===== src/rtl/dlic_pkg.sv =====
// Constants shared by the dual-level interrupt controller
package dlic_pkg;

    localparam int DATA_W = 32;
    localparam int ADDR_W = 32;

    // Register byte addresses
    localparam logic [31:0] OFF_NSTAT = 32'hFFFF0000;
    localparam logic [31:0] OFF_NRAW = 32'hFFFF0004;
    localparam logic [31:0] OFF_NEN = 32'hFFFF0008;
    localparam logic [31:0] OFF_NCLR = 32'hFFFF000C;
    localparam logic [31:0] OFF_SOFT_CFG = 32'hFFFF0010;
    localparam logic [31:0] OFF_FSTAT = 32'hFFFF0100;
    localparam logic [31:0] OFF_FRAW = 32'hFFFF0104;
    localparam logic [31:0] OFF_FEN = 32'hFFFF0108;
    localparam logic [31:0] OFF_FCLR = 32'hFFFF010C;
    localparam logic [31:0] OFF_EVSTAT = 32'hFFFF0200;
    localparam logic [31:0] OFF_EVMASK = 32'hFFFF0204;

    // Source bit positions
    localparam int BIT_OR = 0;
    localparam int BIT_SOFT = 1;
    localparam int BIT_SRC_LO = 2;
    localparam int BIT_SRC_HI = 22;
    localparam int BIT_PWM = 23;
    localparam int N_PERIPH = BIT_SRC_HI - BIT_SRC_LO + 1;

    // Software interrupt configuration fields
    localparam int SOFT_NORM_BIT = 1;
    localparam int SOFT_FAST_BIT = 2;
    localparam logic [31:0] SOFT_WMASK = 32'h00000006;

    // Block event register fields
    localparam int EV_W = 2;
    localparam int EV_NORM_RISE = 0;
    localparam int EV_FAST_RISE = 1;

    // Values after reset
    localparam logic [31:0] RST_WORD = 32'h00000000;
    localparam logic [EV_W-1:0] RST_EV = 2'h0;

endpackage : dlic_pkg


===== src/rtl/dlic_enable_pair.sv =====
// Paired normal and fast enable masks with mutual exclusion
`timescale 1ns/1ps
`default_nettype none
module dlic_enable_pair
(
    input wire logic pclk,
    input wire logic presetn,
    input wire logic [dlic_pkg::DATA_W-1:0] set_norm,
    input wire logic [dlic_pkg::DATA_W-1:0] clr_norm,
    input wire logic [dlic_pkg::DATA_W-1:0] set_fast,
    input wire logic [dlic_pkg::DATA_W-1:0] clr_fast,
    output logic [dlic_pkg::DATA_W-1:0] norm_en,
    output logic [dlic_pkg::DATA_W-1:0] fast_en
);
    import dlic_pkg::*;

    ////////////////////////////////////////////////////////////////////
    // One bit pair per source; a set on one path drops the other path
    genvar gi;
    generate
        for (gi = 0; gi < DATA_W; gi++)
        begin : g_bit
            always_ff @(posedge pclk or negedge presetn)
            begin
                if (!presetn)
                begin
                    norm_en[gi] <= 1'b0;
                    fast_en[gi] <= 1'b0;
                end
                else if (set_norm[gi])
                begin
                    norm_en[gi] <= 1'b1;
                    fast_en[gi] <= 1'b0;
                end
                else if (set_fast[gi])
                begin
                    fast_en[gi] <= 1'b1;
                    norm_en[gi] <= 1'b0;
                end
                else
                begin
                    // Clears may leave a source off on both paths
                    if (clr_norm[gi])
                        norm_en[gi] <= 1'b0;
                    if (clr_fast[gi])
                        fast_en[gi] <= 1'b0;
                end
            end
        end
    endgenerate

    ////////////////////////////////////////////////////////////////////
    chk_never_both: assert property (
        @(posedge pclk) disable iff (!presetn)
        (norm_en & fast_en) == RST_WORD)
        else $error("source enabled on both paths");

    chk_clear_only: assert property (
        @(posedge pclk) disable iff (!presetn)
        (clr_fast != RST_WORD && set_norm == RST_WORD
            && set_fast == RST_WORD)
        |=> (norm_en == $past(norm_en)))
        else $error("fast clear disturbed normal mask");

endmodule : dlic_enable_pair
`default_nettype wire


===== src/rtl/dlic_top.sv =====
// Dual-level interrupt controller with APB register access
// Function
// - Normal clear write drops enable bits written 1, others kept
// - Enable write only sets bits; clear register only clears bits
// - Fast path has its own status, raw, enable, clear registers
// - Fast output is OR of fast status bits 31 to 1
// - Fast OR appears as bit 0 in both register sets
// - Fast enable set clears same normal enable bit
// - Normal enable set clears same fast enable bit
// - A source may be disabled on both paths
// - Software interrupts bypass enable masks, cannot be masked
// - Config bit 2 drives fast status and raw bit 1
// - Config bit 1 drives normal status and raw bit 1
// - Normal status is raw AND enable; all bits ORed to output
// - Raw bit follows its peripheral request; register read-only
// - Enable 1 passes source, 0 masks; enables reset to zero
// - Bits 2 to 23 map fixed sources; bit 23 differs per path
//
// Our own choice: the APB slave port.
`timescale 1ns/1ps
`default_nettype none
module dlic_top
(
    input wire logic pclk,
    input wire logic presetn,
    input wire logic psel,
    input wire logic penable,
    input wire logic pwrite,
    input wire logic [dlic_pkg::ADDR_W-1:0] paddr,
    input wire logic [dlic_pkg::DATA_W-1:0] pwdata,
    output logic [dlic_pkg::DATA_W-1:0] prdata,
    output logic pready,
    output logic pslverr,
    input wire logic [dlic_pkg::N_PERIPH-1:0] periph_req,
    input wire logic pwm_trip,
    input wire logic pwm_sync,
    output logic irq_req,
    output logic fiq_req,
    output logic int_out
);
    import dlic_pkg::*;

    logic [DATA_W-1:0] norm_status;
    logic [DATA_W-1:0] norm_raw;
    logic [DATA_W-1:0] fast_status;
    logic [DATA_W-1:0] fast_raw;
    logic [DATA_W-1:0] soft_cfg;
    logic [DATA_W-1:0] norm_en;
    logic [DATA_W-1:0] fast_en;
    logic [EV_W-1:0] ev_status;
    logic [EV_W-1:0] ev_mask;
    logic [DATA_W-1:0] next_norm_raw;
    logic [DATA_W-1:0] next_fast_raw;
    logic [DATA_W-1:0] next_norm_status;
    logic [DATA_W-1:0] next_fast_status;
    logic [DATA_W-1:0] next_prdata;
    logic [DATA_W-1:0] wr_nen;
    logic [DATA_W-1:0] wr_nclr;
    logic [DATA_W-1:0] wr_fen;
    logic [DATA_W-1:0] wr_fclr;
    logic [EV_W-1:0] ev_set;
    logic [EV_W-1:0] ev_clr;
    logic next_irq;
    logic next_fiq;
    logic next_err;
    logic setup;
    logic access;
    logic wr_acc;
    logic rd_acc;
    logic hit;

    ////////////////////////////////////////////////////////////////////
    // APB phases; the slave always answers in the first access cycle
    assign setup = psel && !penable;
    assign access = psel && penable && pready;
    assign wr_acc = access && pwrite && !pslverr;
    assign rd_acc = access && !pwrite && !pslverr;

    always_comb
    begin
        case (paddr)
            OFF_NSTAT, OFF_NRAW, OFF_NEN, OFF_NCLR, OFF_SOFT_CFG,
            OFF_FSTAT, OFF_FRAW, OFF_FEN, OFF_FCLR,
            OFF_EVSTAT, OFF_EVMASK: hit = 1'b1;
            default: hit = 1'b0;
        endcase
    end

    // Read data is gathered in the setup cycle so prdata is a flop
    always_comb
    begin
        next_prdata = RST_WORD;
        case (paddr)
            OFF_NSTAT: next_prdata = norm_status;
            OFF_NRAW: next_prdata = norm_raw;
            OFF_NEN: next_prdata = norm_en;
            OFF_FSTAT: next_prdata = fast_status;
            OFF_FRAW: next_prdata = fast_raw;
            OFF_FEN: next_prdata = fast_en;
            OFF_EVSTAT: next_prdata = {30'h00000000, ev_status};
            OFF_EVMASK: next_prdata = {30'h00000000, ev_mask};
            // Clear and config registers are write-only and read zero
            default: next_prdata = RST_WORD;
        endcase
    end

    assign next_err = !hit;

    always_ff @(posedge pclk or negedge presetn)
    begin
        if (!presetn)
        begin
            prdata <= RST_WORD;
            pready <= 1'b0;
            pslverr <= 1'b0;
        end
        else
        begin
            pready <= setup;
            if (setup)
            begin
                prdata <= pwrite ? RST_WORD : next_prdata;
                pslverr <= next_err;
            end
            else
            begin
                pslverr <= 1'b0;
            end
        end
    end

    ////////////////////////////////////////////////////////////////////
    // Write strobes into the enable masks, gated by the access edge
    always_comb
    begin
        wr_nen = RST_WORD;
        wr_nclr = RST_WORD;
        wr_fen = RST_WORD;
        wr_fclr = RST_WORD;
        if (wr_acc)
        begin
            case (paddr)
                OFF_NEN: wr_nen = pwdata;
                OFF_NCLR: wr_nclr = pwdata;
                OFF_FEN: wr_fen = pwdata;
                OFF_FCLR: wr_fclr = pwdata;
                default: wr_nen = RST_WORD;
            endcase
        end
    end

    dlic_enable_pair u_enables
    (
        .pclk(pclk),
        .presetn(presetn),
        .set_norm(wr_nen),
        .clr_norm(wr_nclr),
        .set_fast(wr_fen),
        .clr_fast(wr_fclr),
        .norm_en(norm_en),
        .fast_en(fast_en)
    );

    always_ff @(posedge pclk or negedge presetn)
    begin
        if (!presetn)
            soft_cfg <= RST_WORD;
        else if (wr_acc && paddr == OFF_SOFT_CFG)
            soft_cfg <= pwdata & SOFT_WMASK;
    end

    ////////////////////////////////////////////////////////////////////
    // Source assembly; requests are sampled once per clock
    always_comb
    begin
        next_norm_raw = RST_WORD;
        next_fast_raw = RST_WORD;
        next_norm_raw[BIT_OR] = |fast_status[DATA_W-1:1];
        next_fast_raw[BIT_OR] = |fast_status[DATA_W-1:1];
        next_norm_raw[BIT_SOFT] = soft_cfg[SOFT_NORM_BIT];
        next_fast_raw[BIT_SOFT] = soft_cfg[SOFT_FAST_BIT];
        next_norm_raw[BIT_SRC_HI:BIT_SRC_LO] = periph_req;
        next_fast_raw[BIT_SRC_HI:BIT_SRC_LO] = periph_req;
        next_norm_raw[BIT_PWM] = pwm_trip;
        next_fast_raw[BIT_PWM] = pwm_sync;
    end

    // Software bit goes straight to status with no enable in the way
    always_comb
    begin
        next_norm_status = next_norm_raw & norm_en;
        next_fast_status = next_fast_raw & fast_en;
        next_norm_status[BIT_SOFT] = next_norm_raw[BIT_SOFT];
        next_fast_status[BIT_SOFT] = next_fast_raw[BIT_SOFT];
        next_irq = |next_norm_status;
        next_fiq = |next_fast_status[DATA_W-1:1];
    end

    // A request shorter than one clock may be missed entirely
    always_ff @(posedge pclk or negedge presetn)
    begin
        if (!presetn)
        begin
            norm_raw <= RST_WORD;
            fast_raw <= RST_WORD;
            norm_status <= RST_WORD;
            fast_status <= RST_WORD;
        end
        else
        begin
            norm_raw <= next_norm_raw;
            fast_raw <= next_fast_raw;
            norm_status <= next_norm_status;
            fast_status <= next_fast_status;
        end
    end

    always_ff @(posedge pclk or negedge presetn)
    begin
        if (!presetn)
        begin
            irq_req <= 1'b0;
            fiq_req <= 1'b0;
        end
        else
        begin
            irq_req <= next_irq;
            fiq_req <= next_fiq;
        end
    end

    ////////////////////////////////////////////////////////////////////
    // Block events: rising core requests, cleared by reading
    assign ev_set[EV_NORM_RISE] = next_irq && !irq_req;
    assign ev_set[EV_FAST_RISE] = next_fiq && !fiq_req;
    // Only bits that were returned are cleared, so none is lost
    assign ev_clr = (rd_acc && paddr == OFF_EVSTAT) ?
        prdata[EV_W-1:0] : RST_EV;

    always_ff @(posedge pclk or negedge presetn)
    begin
        if (!presetn)
            ev_status <= RST_EV;
        else
            ev_status <= (ev_status & ~ev_clr) | ev_set;
    end

    always_ff @(posedge pclk or negedge presetn)
    begin
        if (!presetn)
            ev_mask <= RST_EV;
        else if (wr_acc && paddr == OFF_EVMASK)
            ev_mask <= pwdata[EV_W-1:0];
    end

    always_ff @(posedge pclk or negedge presetn)
    begin
        if (!presetn)
            int_out <= 1'b0;
        else
            int_out <= |(((ev_status & ~ev_clr) | ev_set) & ev_mask);
    end

    ////////////////////////////////////////////////////////////////////
    chk_nclr_effect: assert property (
        @(posedge pclk) disable iff (!presetn)
        (wr_acc && paddr == OFF_NCLR)
        |=> norm_en == ($past(norm_en) & ~$past(pwdata)))
        else $error("normal clear wrong result");

    chk_nen_sets: assert property (
        @(posedge pclk) disable iff (!presetn)
        (wr_acc && paddr == OFF_NEN)
        |=> norm_en == ($past(norm_en) | $past(pwdata))
            && fast_en == ($past(fast_en) & ~$past(pwdata)))
        else $error("normal enable write wrong result");

    chk_fen_sets: assert property (
        @(posedge pclk) disable iff (!presetn)
        (wr_acc && paddr == OFF_FEN)
        |=> fast_en == ($past(fast_en) | $past(pwdata))
            && norm_en == ($past(norm_en) & ~$past(pwdata)))
        else $error("fast enable write wrong result");

    chk_fiq_or: assert property (
        @(posedge pclk) disable iff (!presetn)
        fiq_req == |fast_status[DATA_W-1:1])
        else $error("fast output not OR of status");

    chk_or_bit0: assert property (
        @(posedge pclk) disable iff (!presetn)
        ##1 norm_raw[BIT_OR] == $past(|fast_status[DATA_W-1:1])
            && fast_raw[BIT_OR] == norm_raw[BIT_OR])
        else $error("bit 0 does not carry fast OR");

    chk_soft_fast: assert property (
        @(posedge pclk) disable iff (!presetn)
        (wr_acc && paddr == OFF_SOFT_CFG)
        |=> ##1 fast_status[BIT_SOFT] == $past(pwdata[SOFT_FAST_BIT], 2)
            && fast_raw[BIT_SOFT] == fast_status[BIT_SOFT])
        else $error("fast software bit not followed");

    chk_soft_norm: assert property (
        @(posedge pclk) disable iff (!presetn)
        (wr_acc && paddr == OFF_SOFT_CFG)
        |=> ##1 norm_status[BIT_SOFT] == $past(pwdata[SOFT_NORM_BIT], 2)
            && norm_raw[BIT_SOFT] == norm_status[BIT_SOFT])
        else $error("normal software bit not followed");

    chk_irq_or: assert property (
        @(posedge pclk) disable iff (!presetn)
        irq_req == |norm_status)
        else $error("normal output not OR of status");

    chk_fast_mask: assert property (
        @(posedge pclk) disable iff (!presetn)
        ##1 fast_status[DATA_W-1:2]
            == (fast_raw[DATA_W-1:2] & $past(fast_en[DATA_W-1:2])))
        else $error("fast status not raw and enable");

    chk_raw_follow: assert property (
        @(posedge pclk) disable iff (!presetn)
        ##1 norm_raw[BIT_SRC_HI:BIT_SRC_LO] == $past(periph_req))
        else $error("raw bits do not follow requests");

endmodule : dlic_top
`default_nettype wire


===== config.mk =====
export PLATFORM = sky130hd
export DESIGN_NAME = dlic_top
export DESIGN_NICKNAME = d
export VERILOG_FILES = /design/src/rtl/dlic_pkg.sv /design/src/rtl/dlic_enable_pair.sv /design/src/rtl/dlic_top.sv
export SDC_FILE = /design/constraint.sdc
export NUM_CORES = 1
export LEC_CHECK = 0
export ABC_CLOCK_PERIOD_IN_PS = 4400
export BUFFER_PORTS_ARGS = -buffer_cell sky130_fd_sc_hd__buf_2
export CORE_ASPECT_RATIO = 1.75
export CORE_MARGIN = 2
export CORE_UTILIZATION = 30
export DETAILED_ROUTE_END_ITERATION = 8
export PLACE_DENSITY = 0.49
export SKIP_CTS_REPAIR_TIMING = 1
export SYNTH_ARGS = -nofsm -noshare
export SYNTH_HDL_FRONTEND = slang
export SYNTH_SLANG_ARGS = --single-unit

===== constraint.sdc =====
create_clock -name pclk -period 4.4 [get_ports pclk]
set_input_delay 0.44 -clock pclk [delete_from_list [all_inputs] [get_ports pclk]]
set_output_delay 0.44 -clock pclk [all_outputs]
set_load 0.005 [all_outputs]

# Word-level counts from Yosys, hierarchy flattened
# Cells that the tools add are included.
[op_classes]
n_bitwise = 6
n_reduce_logical = 87
muxes = 205
eq_ne = 11
[ops]
columns = ["operator", "n"]
rows = [
  ["$eq 32x32->1 const B", 11],
  ["$mux 32", 9],
  ["$pmux 32 s8", 1],
  ["$mux 1", 194],
  ["$reduce_bool 3->1", 64],
  ["$and 24x32->32", 2],
  ["$reduce_or 31->1", 2],
  ["$reduce_or 32->1", 1],
  ["$logic_and 1x1->1", 12],
  ["$reduce_or 11->1", 1],
  ["$logic_not 1->1", 6],
  ["$and 2x2->2", 2],
  ["$mux 2", 1],
  ["$not 2->2", 1],
  ["$or 2x2->2", 1],
  ["$reduce_or 2->1", 1],
]
[word_totals]
input_bits = 92
out_inout_bits = 37
word_cells = 386
regBits = 219

# Depth between registers and ports, before layout
# Gate-level depths: netlist of the first run.
[logic_depth]
word_depth = 11
ltp_mapped = 9
mapped_depth_nobuf = 6

# By module
# From an unflattened synthesis of the first run, not the netlist that was laid out.
[hier_totals]
cells_unflattened = 855
area_unflattened_um2 = 8529.4
[by_module_without_submodules]
columns = ["mod", "n_inst", "area_each_um2", "cells_each", "seq_area_each_um2"]
rows = [
  ["dlic_top", 1, 5726.7, 631, 2877.8],
  ["dlic_enable_pair", 1, 2802.7, 224, 1601.5],
]

# Worst setup path after synthesis of the first run
# No wires, ideal clock.
[synth_timing]
path_type = "input -> register"
from = "input periph_req[4] (netlist name)"
to = "register int_out"
stages = 6
path_slack_ns = 1.981
required_time_ns = 4.279
n_path_buf = 0
arrival_ns = 2.298
cell_sequence = "and2_4 or4_1 or4_1 or3_4 a22o_1 a22o_1"
[synth_between]
elab_chain_len = 6
word_cells_on_any_way = 9
cone_classes = "bitwise: 4; reduce/logical: 5"
[synth_lines]
columns = ["item", "line_no", "rtl"]
rows = [
  ["start, declared", "dlic_top.sv:34", "input wire logic [dlic_pkg::N_PERIPH-1:0] periph_req,"],
  ["$and 24x32->32", "dlic_top.sv:192", "next_fast_status = next_fast_raw & fast_en;"],
  ["$reduce_or 31->1", "dlic_top.sv:196", "next_fiq = |next_fast_status[DATA_W-1:1];"],
  ["via next_fiq", "dlic_top.sv:64", "logic next_fiq;"],
  ["$logic_and 1x1->1", "dlic_top.sv:235", "assign ev_set[EV_FAST_RISE] = next_fiq && !fiq_req;"],
  ["$or 2x2->2", "dlic_top.sv:261", "int_out <= |(((ev_status & ~ev_clr) | ev_set) & ev_mask);"],
  ["$and 2x2->2", "dlic_top.sv:261", ""],
  ["$reduce_or 2->1", "dlic_top.sv:261", ""],
  ["end signal, assigned", "dlic_top.sv:261", ""],
  ["end, declared", "dlic_top.sv:39", "output logic int_out"],
]
# The timed path passes the listed nets, and every way through them passes these cells.
# A chain may end at the register's enable or synchronous reset.

# Final worst setup path of the first run
[layout_timing]
from = "input paddr[11] (netlist name)"
to = "register prdata[6] (netlist name)"
[layout_between]
elab_chain_len = 3
word_cells_on_any_way = 10
cone_classes = "eq/ne: 8; mux: 2"
[layout_lines]
columns = ["item", "line_no", "rtl"]
rows = [
  ["start, declared", "dlic_top.sv:29", "input wire logic [dlic_pkg::ADDR_W-1:0] paddr,"],
  ["$eq 32x32->1", "dlic_top.sv:93", "case (paddr)"],
  ["$pmux 32 s8 *", "dlic_top.sv:93", ""],
  ["$mux 32 *", "dlic_top.sv:122", "prdata <= pwrite ? RST_WORD : next_prdata;"],
  ["end signal, assigned", "dlic_top.sv:122", ""],
  ["end, declared", "dlic_top.sv:31", "output logic [dlic_pkg::DATA_W-1:0] prdata,"],
]
# Every way passes the cells marked *; elsewhere a longest branch is shown, timed or not.

==> run_results.csv, run 1 <==
group,metric,value,unit
global_routing,grt-ovfl-total,0,
place,post-place-ws,1.31,ns
layout,nets,975,
worst_setup_path,end_kind,"flop",
logic_synthesis,synth-simple-area-share,0.198,
sta,maxSlewHeadroom,0.394,
clock_network,cts_tree,"yes",
drt,wl_per_cell,20.9,um
global_routing,antenna_found_initial,1,
sta,max_slew.worst_pin.slew,0.901,ns
drt,highest-signal-layer,"met4",
logic_synthesis,netlist_instances,768,
logic_synthesis,ys_seq_area_frac,0.574,
layout,areaGrowthSynthToFinish,20.1,%
sta,finalWorstPathRequiredPeriod,2.61,ns
worst_setup_path,required,4.76,ns
logic_synthesis,synth_top_family_by_area,"simple AND/OR/NAND/NOR gates",
drt,drc,0,
layout,fin_area,9360,um2
logic_synthesis,synth-xor-area-share,0.00112,
pwr,ir_drop,289,uV
logic_synthesis,synth_top_area_cell,"dfrtp_1",
worst_setup_path,startpoint_type,"primary input",
logic_synthesis,synthesis.nets,860,
worst_setup_path,worst-path-max-fanout,15,
sta,finalSetupTns,0,ns
logic_synthesis,synth_mux_area_frac,0.0237,
worst_setup_path,critPathArrivalTime,2.97,ns
logic_synthesis,synth_compound_gate_area_share,0.174,
floorplanning,num_io_pins,129,
clock_network,cts_sinks,179,
drt,drtIter0Drc,417,
floorplanning,rows,78,
logic_synthesis,synth_area_per_cell,10.2,um2
global_routing,track_usage,0.190,
worst_setup_path,critPathKind,"primary input to flop",
sta,fmax,0.384,GHz
sta,final-max-slew-violation-count,0,
clock_network,worstSkewPairLatency,0.44,ns
clock_network,htreeDepth,4,
drt,ant_nets,0,
floorplanning,fp.dieW,126,um
sta,post-route-period-util,0.593,
layout,post-route-util,0.363,
drt,drt-total-wl,25500,um
clock_network,clk_pin_slew,0.07,ns
sta,setup_viol,0,
logic_synthesis,yosysWarningCount,0,
worst_setup_path,cp_slowest_cell,"nand4b_1",
place,place.gp.congestion,0.801,
worst_setup_path,slowest_delay,0.68,ns
drt,dr.pass1.iters,4,
logic_synthesis,synth_edf_count,0,
sta,hold_violations,0,
sta,skew,0.00783,ns
status,outcome,"complete, no violations",
floorplanning,fp.dieH,217,um
logic_synthesis,synthAdderAreaFrac,0,
logic_synthesis,ys.flop_type,"dfrtp_1",
place,io_buffers,128,
floorplanning,initial_core_util,0.303,
place,dpl_cell_area,8810,um2
global_routing,grt_pass1_wl,39200,um
global_routing,grt_max_degree,90,
sta,setup_slack,1.79,ns
logic_synthesis,async_reset_ff_frac,1.00,
clock_network,clock_path_buffers,2,
logic_synthesis,yosysUniqueCellTypes,45,
logic_synthesis,synth_seq_cells,179,
run,cap_violations,0,
drt,num_vias,6329,
min_path,min_path_type,"primary input to async pin",
layout,num_antenna_cells,0,
pwr,p_per_area,350,nW/um2
sta,rsz0062_at_grt,"no",
drt,wl_met1,9830,um
place,hpwlAfterDp,17700,um
logic_synthesis,syn_area,7800,um2
drt,via_per_inst,5.20,
drt,wl_met3,867,um
clock_network,cts_buffers,17,
worst_setup_path,crit_chain,"buf_2 > or4_1 > nor4_2 > nand4b_1 > a21oi_1 > o211ai_1 > buf_4 > o21ai_0",
drt,wl_met2,14000,um
global_routing,grt_pass1_vias,6628,
logic_synthesis,synth_area_leaders,"dfrtp_1 57%, o21ai_0 8.4%, nand2_1 4.5%",
pwr,total_leakage_power,4.13,nW
layout,layout-drive-gt1-share,0.241,
logic_synthesis,post-synth-top-area-fraction,0.574,
floorplanning,die_area,27400,um2
floorplanning,core-area,25800,um2
clock_network,root_buffer,"clkbuf_16",
path summary, 6_finish.rpt:
check	to	cells past startpoint	slack (ns)	from
setup / recovery	prdata[6]	8	1.79	paddr[11]
hold / removal	u_enables.fast_en[29]	1	0.05	presetn
setup reg to reg	int_out	6	1.81	u_enables.norm_en[12]
hold reg to reg	fast_raw[1]	0	0.40	soft_cfg[2]
max in group asynchronous	fast_raw[4]	2	3.34	presetn
min in group pclk	norm_raw[23]	1	0.11	pwm_trip
power breakdown:
group	switching (W)	internal, W
Combinational	0.000110	0.0000523
Clock	0.000664	0.000795
Sequential	0.00000331	0.00166
Yosys cell counts, types with 2 or more instances:
| master | instances |
|---|---|
| nor2b_1 | 2 |
| a22o_1 | 4 |
| a22oi_1 | 22 |
| or4b_2 | 22 |
| a31oi_1 | 2 |
| nand4_1 | 6 |
| dfrtp_1 | 179 |
| buf_1 | 2 |
| or2_2 | 3 |
| nor3_1 | 6 |
| mux2_2 | 4 |
| and2_1 | 43 |
| a21oi_1 | 24 |
| nand2_1 | 93 |
| clkbuf_1 | 49 |
| nand4b_1 | 3 |
| inv_1 | 8 |
| nor3b_1 | 3 |
| nand3b_1 | 23 |
| nand2b_1 | 4 |
| or4_1 | 10 |
| nor2_1 | 29 |
| o211ai_1 | 22 |
| and4_1 | 2 |
| o21ai_1 | 31 |
| mux2i_1 | 14 |
| o21ai_0 | 131 |
| nor4_1 | 10 |
layout make-up:
type | count | area, um2
fillers | 2699 | 16400
flip-flops and latches | 179 | 4480
multi-input cells | 530 | 3110
repair buffers | 147 | 790
clock buffers | 20 | 447
well taps | 320 | 400
clock inverters | 12 | 106
inverters | 8 | 30.0
per-stage QoR:
step | power, W | cells | hold slack, ns
6_report | 0.00328 | 1216 | 0.0506
5_1_grt | 0.00340 | 1216 | 0.104
4_1_cts | 0.00331 | 1216 | 0.0899
3_5_place_dp | 0.00186 | 1184 | 0.393
3_3_place_gp | 0.00186 | 1184 | 0.390
2_1_floorplan | 0.00174 | 768 | 0.144
worst max-delay path, delay by kind of cell:
kind            cells  cell delay, ns
simple gates        3            1.43
compound gates      3            0.75
buf+inv             2            0.32
flip-flops by register name, summed over array words and instances, names as in the netlist:
| signal | flops |
|---|---|
| ev_mask | 2 |
| fast_raw | 24 |
| norm_raw | 2 |
| int_out | 1 |
| fast_status | 23 |
| ev_status | 2 |
| prdata | 32 |
| norm_status | 23 |
| pready | 1 |
| pslverr | 1 |
| u_enables.fast_en | 32 |
| irq_req | 1 |
| u_enables.norm_en | 32 |
| fiq_req | 1 |
| soft_cfg | 2 |
cell usage in the layout, fill, tap and decap left out, types with 3 or more instances in the layout:
| cell type | n |
|---|---|
| or4b_2 | 22 |
| nand4_1 | 6 |
| nor2_1 | 27 |
| dfrtp_1 | 179 |
| a22o_1 | 4 |
| nor4_1 | 10 |
| clkbuf_16 | 17 |
| nand2b_1 | 3 |
| nand3b_1 | 23 |
| a22oi_1 | 22 |
| nand2_1 | 93 |
| mux2i_1 | 14 |
| a21oi_1 | 24 |
| clkinv_4 | 3 |
| and2_1 | 43 |
| or2_2 | 3 |
| clkinv_2 | 5 |
| nor3b_1 | 3 |
| o21ai_1 | 31 |
| or4_1 | 10 |
| mux2_2 | 4 |
| o21ai_0 | 131 |
| o211ai_1 | 22 |
| buf_4 | 19 |
| inv_1 | 8 |
| buf_2 | 127 |
| nand4b_1 | 3 |
| nor3_1 | 5 |
kinds of logic after synthesis:
group,Yosys count
AND/OR/NAND/NOR,269
AO/OA/AOI/OAI,242
flip-flops,179
buffers and inverters,59
multiplexers,18
XOR/XNOR,1
per-layer routing:
| metal | vias up | global-route usage |
|---|---|---|
| met5 | - | 0 |
| met4 | 0 | 0.0780 |
| met3 | 35 | 0.0356 |
| met2 | 146 | 0.351 |
| met1 | 3162 | 0.211 |
| li1 | 2986 | - |
No activity file was read; power rests on OpenSTA's default activity.
==> run 2: changes to the inputs <==
ABC_CLOCK_PERIOD_IN_PS = 2420   (was 4400)
clock period = 2.42 ns   (was 4.4 ns; I/O delays follow)
==> run_results.csv, run 2 (synthesized netlist as in run 1, its figures left out) <==
group,metric,value,unit
layout,areaGrowthSynthToFinish,29.1,%
layout,layout-drive-gt1-share,0.277,
sta,skew,0.00696,ns
layout,stdcell_count,1272,
clock_network,htreeDepth,4,
floorplanning,rows,78,
sta,final-max-slew-violation-count,0,
global_routing,grt_max_degree,76,
sta,finalWorstPathRequiredPeriod,2.41,ns
sta,setup_viol,0,
clock_network,clk_pin_slew,0.07,ns
worst_setup_path,r2r_end,"int_out",
pwr,ir_drop,477,uV
layout,nets,1031,
floorplanning,die_area,27400,um2
drt,ant_nets,0,
layout,multi_input_area,3150,um2
worst_setup_path,startpoint_type,"flop",
floorplanning,fp.dieW,126,um
worst_setup_path,required,2.74,ns
min_path,hold_path_end,"fast_raw[14]",
status,outcome,"complete, no violations",
floorplanning,fp.dieH,217,um
drt,drt-total-wl,26000,um
place,hpwlAfterDp,17600,um
global_routing,track_usage,0.192,
run,cap_violations,0,
clock_network,cts_buffers,17,
global_routing,grt_pass1_wl,40000,um
sta,max_slew.worst_pin.slew,0.629,ns
layout,post-route-util,0.391,
floorplanning,core-area,25800,um2
pwr,p_seq_frac,0.481,
layout,final_common_cell,"dfrtp_1",
worst_setup_path,critPathKind,"flop to flop",
drt,num_vias,6615,
pwr,p_int,0.00485,W
pwr,total_leakage_power,4.45,nW
min_path,min_path_cells,2,
global_routing,grt-ovfl-total,0,
worst_setup_path,r2r_cells,6,
sta,hold_violations,0,
worst_setup_path,r2r_start,"u_enables.fast_en[9]",
layout,largestRegisters,"prdata: 32 flops, u_enables.fast_en: 32 flops, u_enables.norm_en: 32 flops",
sta,post-route-period-util,0.998,
sta,finalSetupTns,0,ns
layout,mostFrequentLayoutCells,"179 x dfrtp_1, 131 x o21ai_0, 127 x buf_2, 93 x nand2_1, 44 x buf_4",
pwr,switching_share,0.226,
worst_setup_path,critPathArrivalTime,2.74,ns
drt,dr.pass1.iters,4,
worst_setup_path,r2r_slack,0.005,ns
clock_network,cts_tree,"yes",
floorplanning,num_io_pins,129,
min_path,min_from,"periph_req[12]",
pwr,p_per_area,623,nW/um2
drt,drtIter0Drc,295,
place,place.gp.congestion,0.771,
layout,n_fill_cell,2587,
layout,num_antenna_cells,0,
drt,drc,0,
floorplanning,initial_core_util,0.303,
place,placed_cells,1218,
clock_network,worstSkewPairLatency,0.44,ns
clock_network,root_buffer,"clkbuf_16",
worst_setup_path,worst-path-max-fanout,2,
pwr,p_clk_frac,0.464,
min_path,min_path_type,"primary input to flop",
sta,maxSlewHeadroom,0.581,
clock_network,cts_sinks,179,
worst_setup_path,end_kind,"flop",
place,io_buffers,128,
sta,rsz0062_at_grt,"yes",
global_routing,grt_pass1_vias,7024,
clock_network,clock_path_buffers,2,
pwr,power_switching,0.00142,W
sta,fmax,0.414,GHz
layout,seq_area,4480,um2
drt,wl_per_cell,20.4,um
drt,via_per_inst,5.20,
global_routing,antenna_found_initial,1,
pwr,p_comb_frac,0.055,
[run 2: changes by cell type in the layout (fill, tap and decap cells not counted), sizes merged]
cell	change
bufinv	+2
clkinvlp	+4
clkinv	-4
inv	-2
buf	+35
dlygate4sd3	+21
[run 2: critical path, cell delays in order (launching register included)]
cell and delay (ns):
dfrtp_1 0.39, and2_4 0.17, or4_4 0.53, or4_4 0.43
or3_4 0.35, a22o_1 0.24, a22o_1 0.20
[run 2: routing by layer]
| metal | part of all wire | vias up | global-route usage |
|---|---|---|---|
| met5 | 0 | - | 0 |
| met2 | 0.54 | 155 | 0.349 |
| met4 | 0.036 | 0 | 0.0938 |
| li1 | - | 3101 | - |
| met3 | 0.035 | 46 | 0.0342 |
| met1 | 0.39 | 3313 | 0.215 |
[run 2: worst max-delay path by stage]
stage	depth (start not counted)	slack (ns)	to	from
finish	6	0.005	int_out	u_enables.fast_en[9]
global route	6	-0.06	int_out	u_enables.norm_en[12]
CTS	6	-0.14	int_out	u_enables.fast_en[6]
detailed placement	6	-0.13	int_out	u_enables.fast_en[6]
global placement	7	-0.09	int_out	periph_req[13]
floorplan	6	0.04	int_out	u_enables.fast_en[6]
[run 2: power by group through the flow]
stage | Sequential [W] | Clock [W] | Combinational, W
2_1_floorplan | 0.00307 | 0 | 0.0000938
3_3_place_gp | 0.00307 | 0 | 0.000322
3_5_place_dp | 0.00308 | 0 | 0.000324
4_1_cts | 0.00302 | 0.00297 | 0.000325
5_1_grt | 0.00302 | 0.00307 | 0.000380
6_report | 0.00302 | 0.00291 | 0.000344
[run 2: final cells by class]
type	instances	share of cell area
Multi-Input combinational cell	530	0.313
Tap cell	320	0.0398
Timing Repair Buffer	203	0.138
Clock inverter	12	0.0154
Sequential cell	179	0.445
Clock buffer	20	0.0464
Inverter	8	0.00298
[run 2: per-stage QoR]
stage	hold slack [ns]	total power [W]	setup WS (ns)	area, um2
2_1_floorplan	-0.0536	0.00317	0.0438	7800
3_3_place_gp	0.280	0.00340	-0.0857	9190
3_5_place_dp	0.287	0.00340	-0.129	9190
4_1_cts	-0.192	0.00631	-0.142	9810
5_1_grt	0.0315	0.00647	-0.0566	10100
6_report	0.0416	0.00627	0.00518	10100
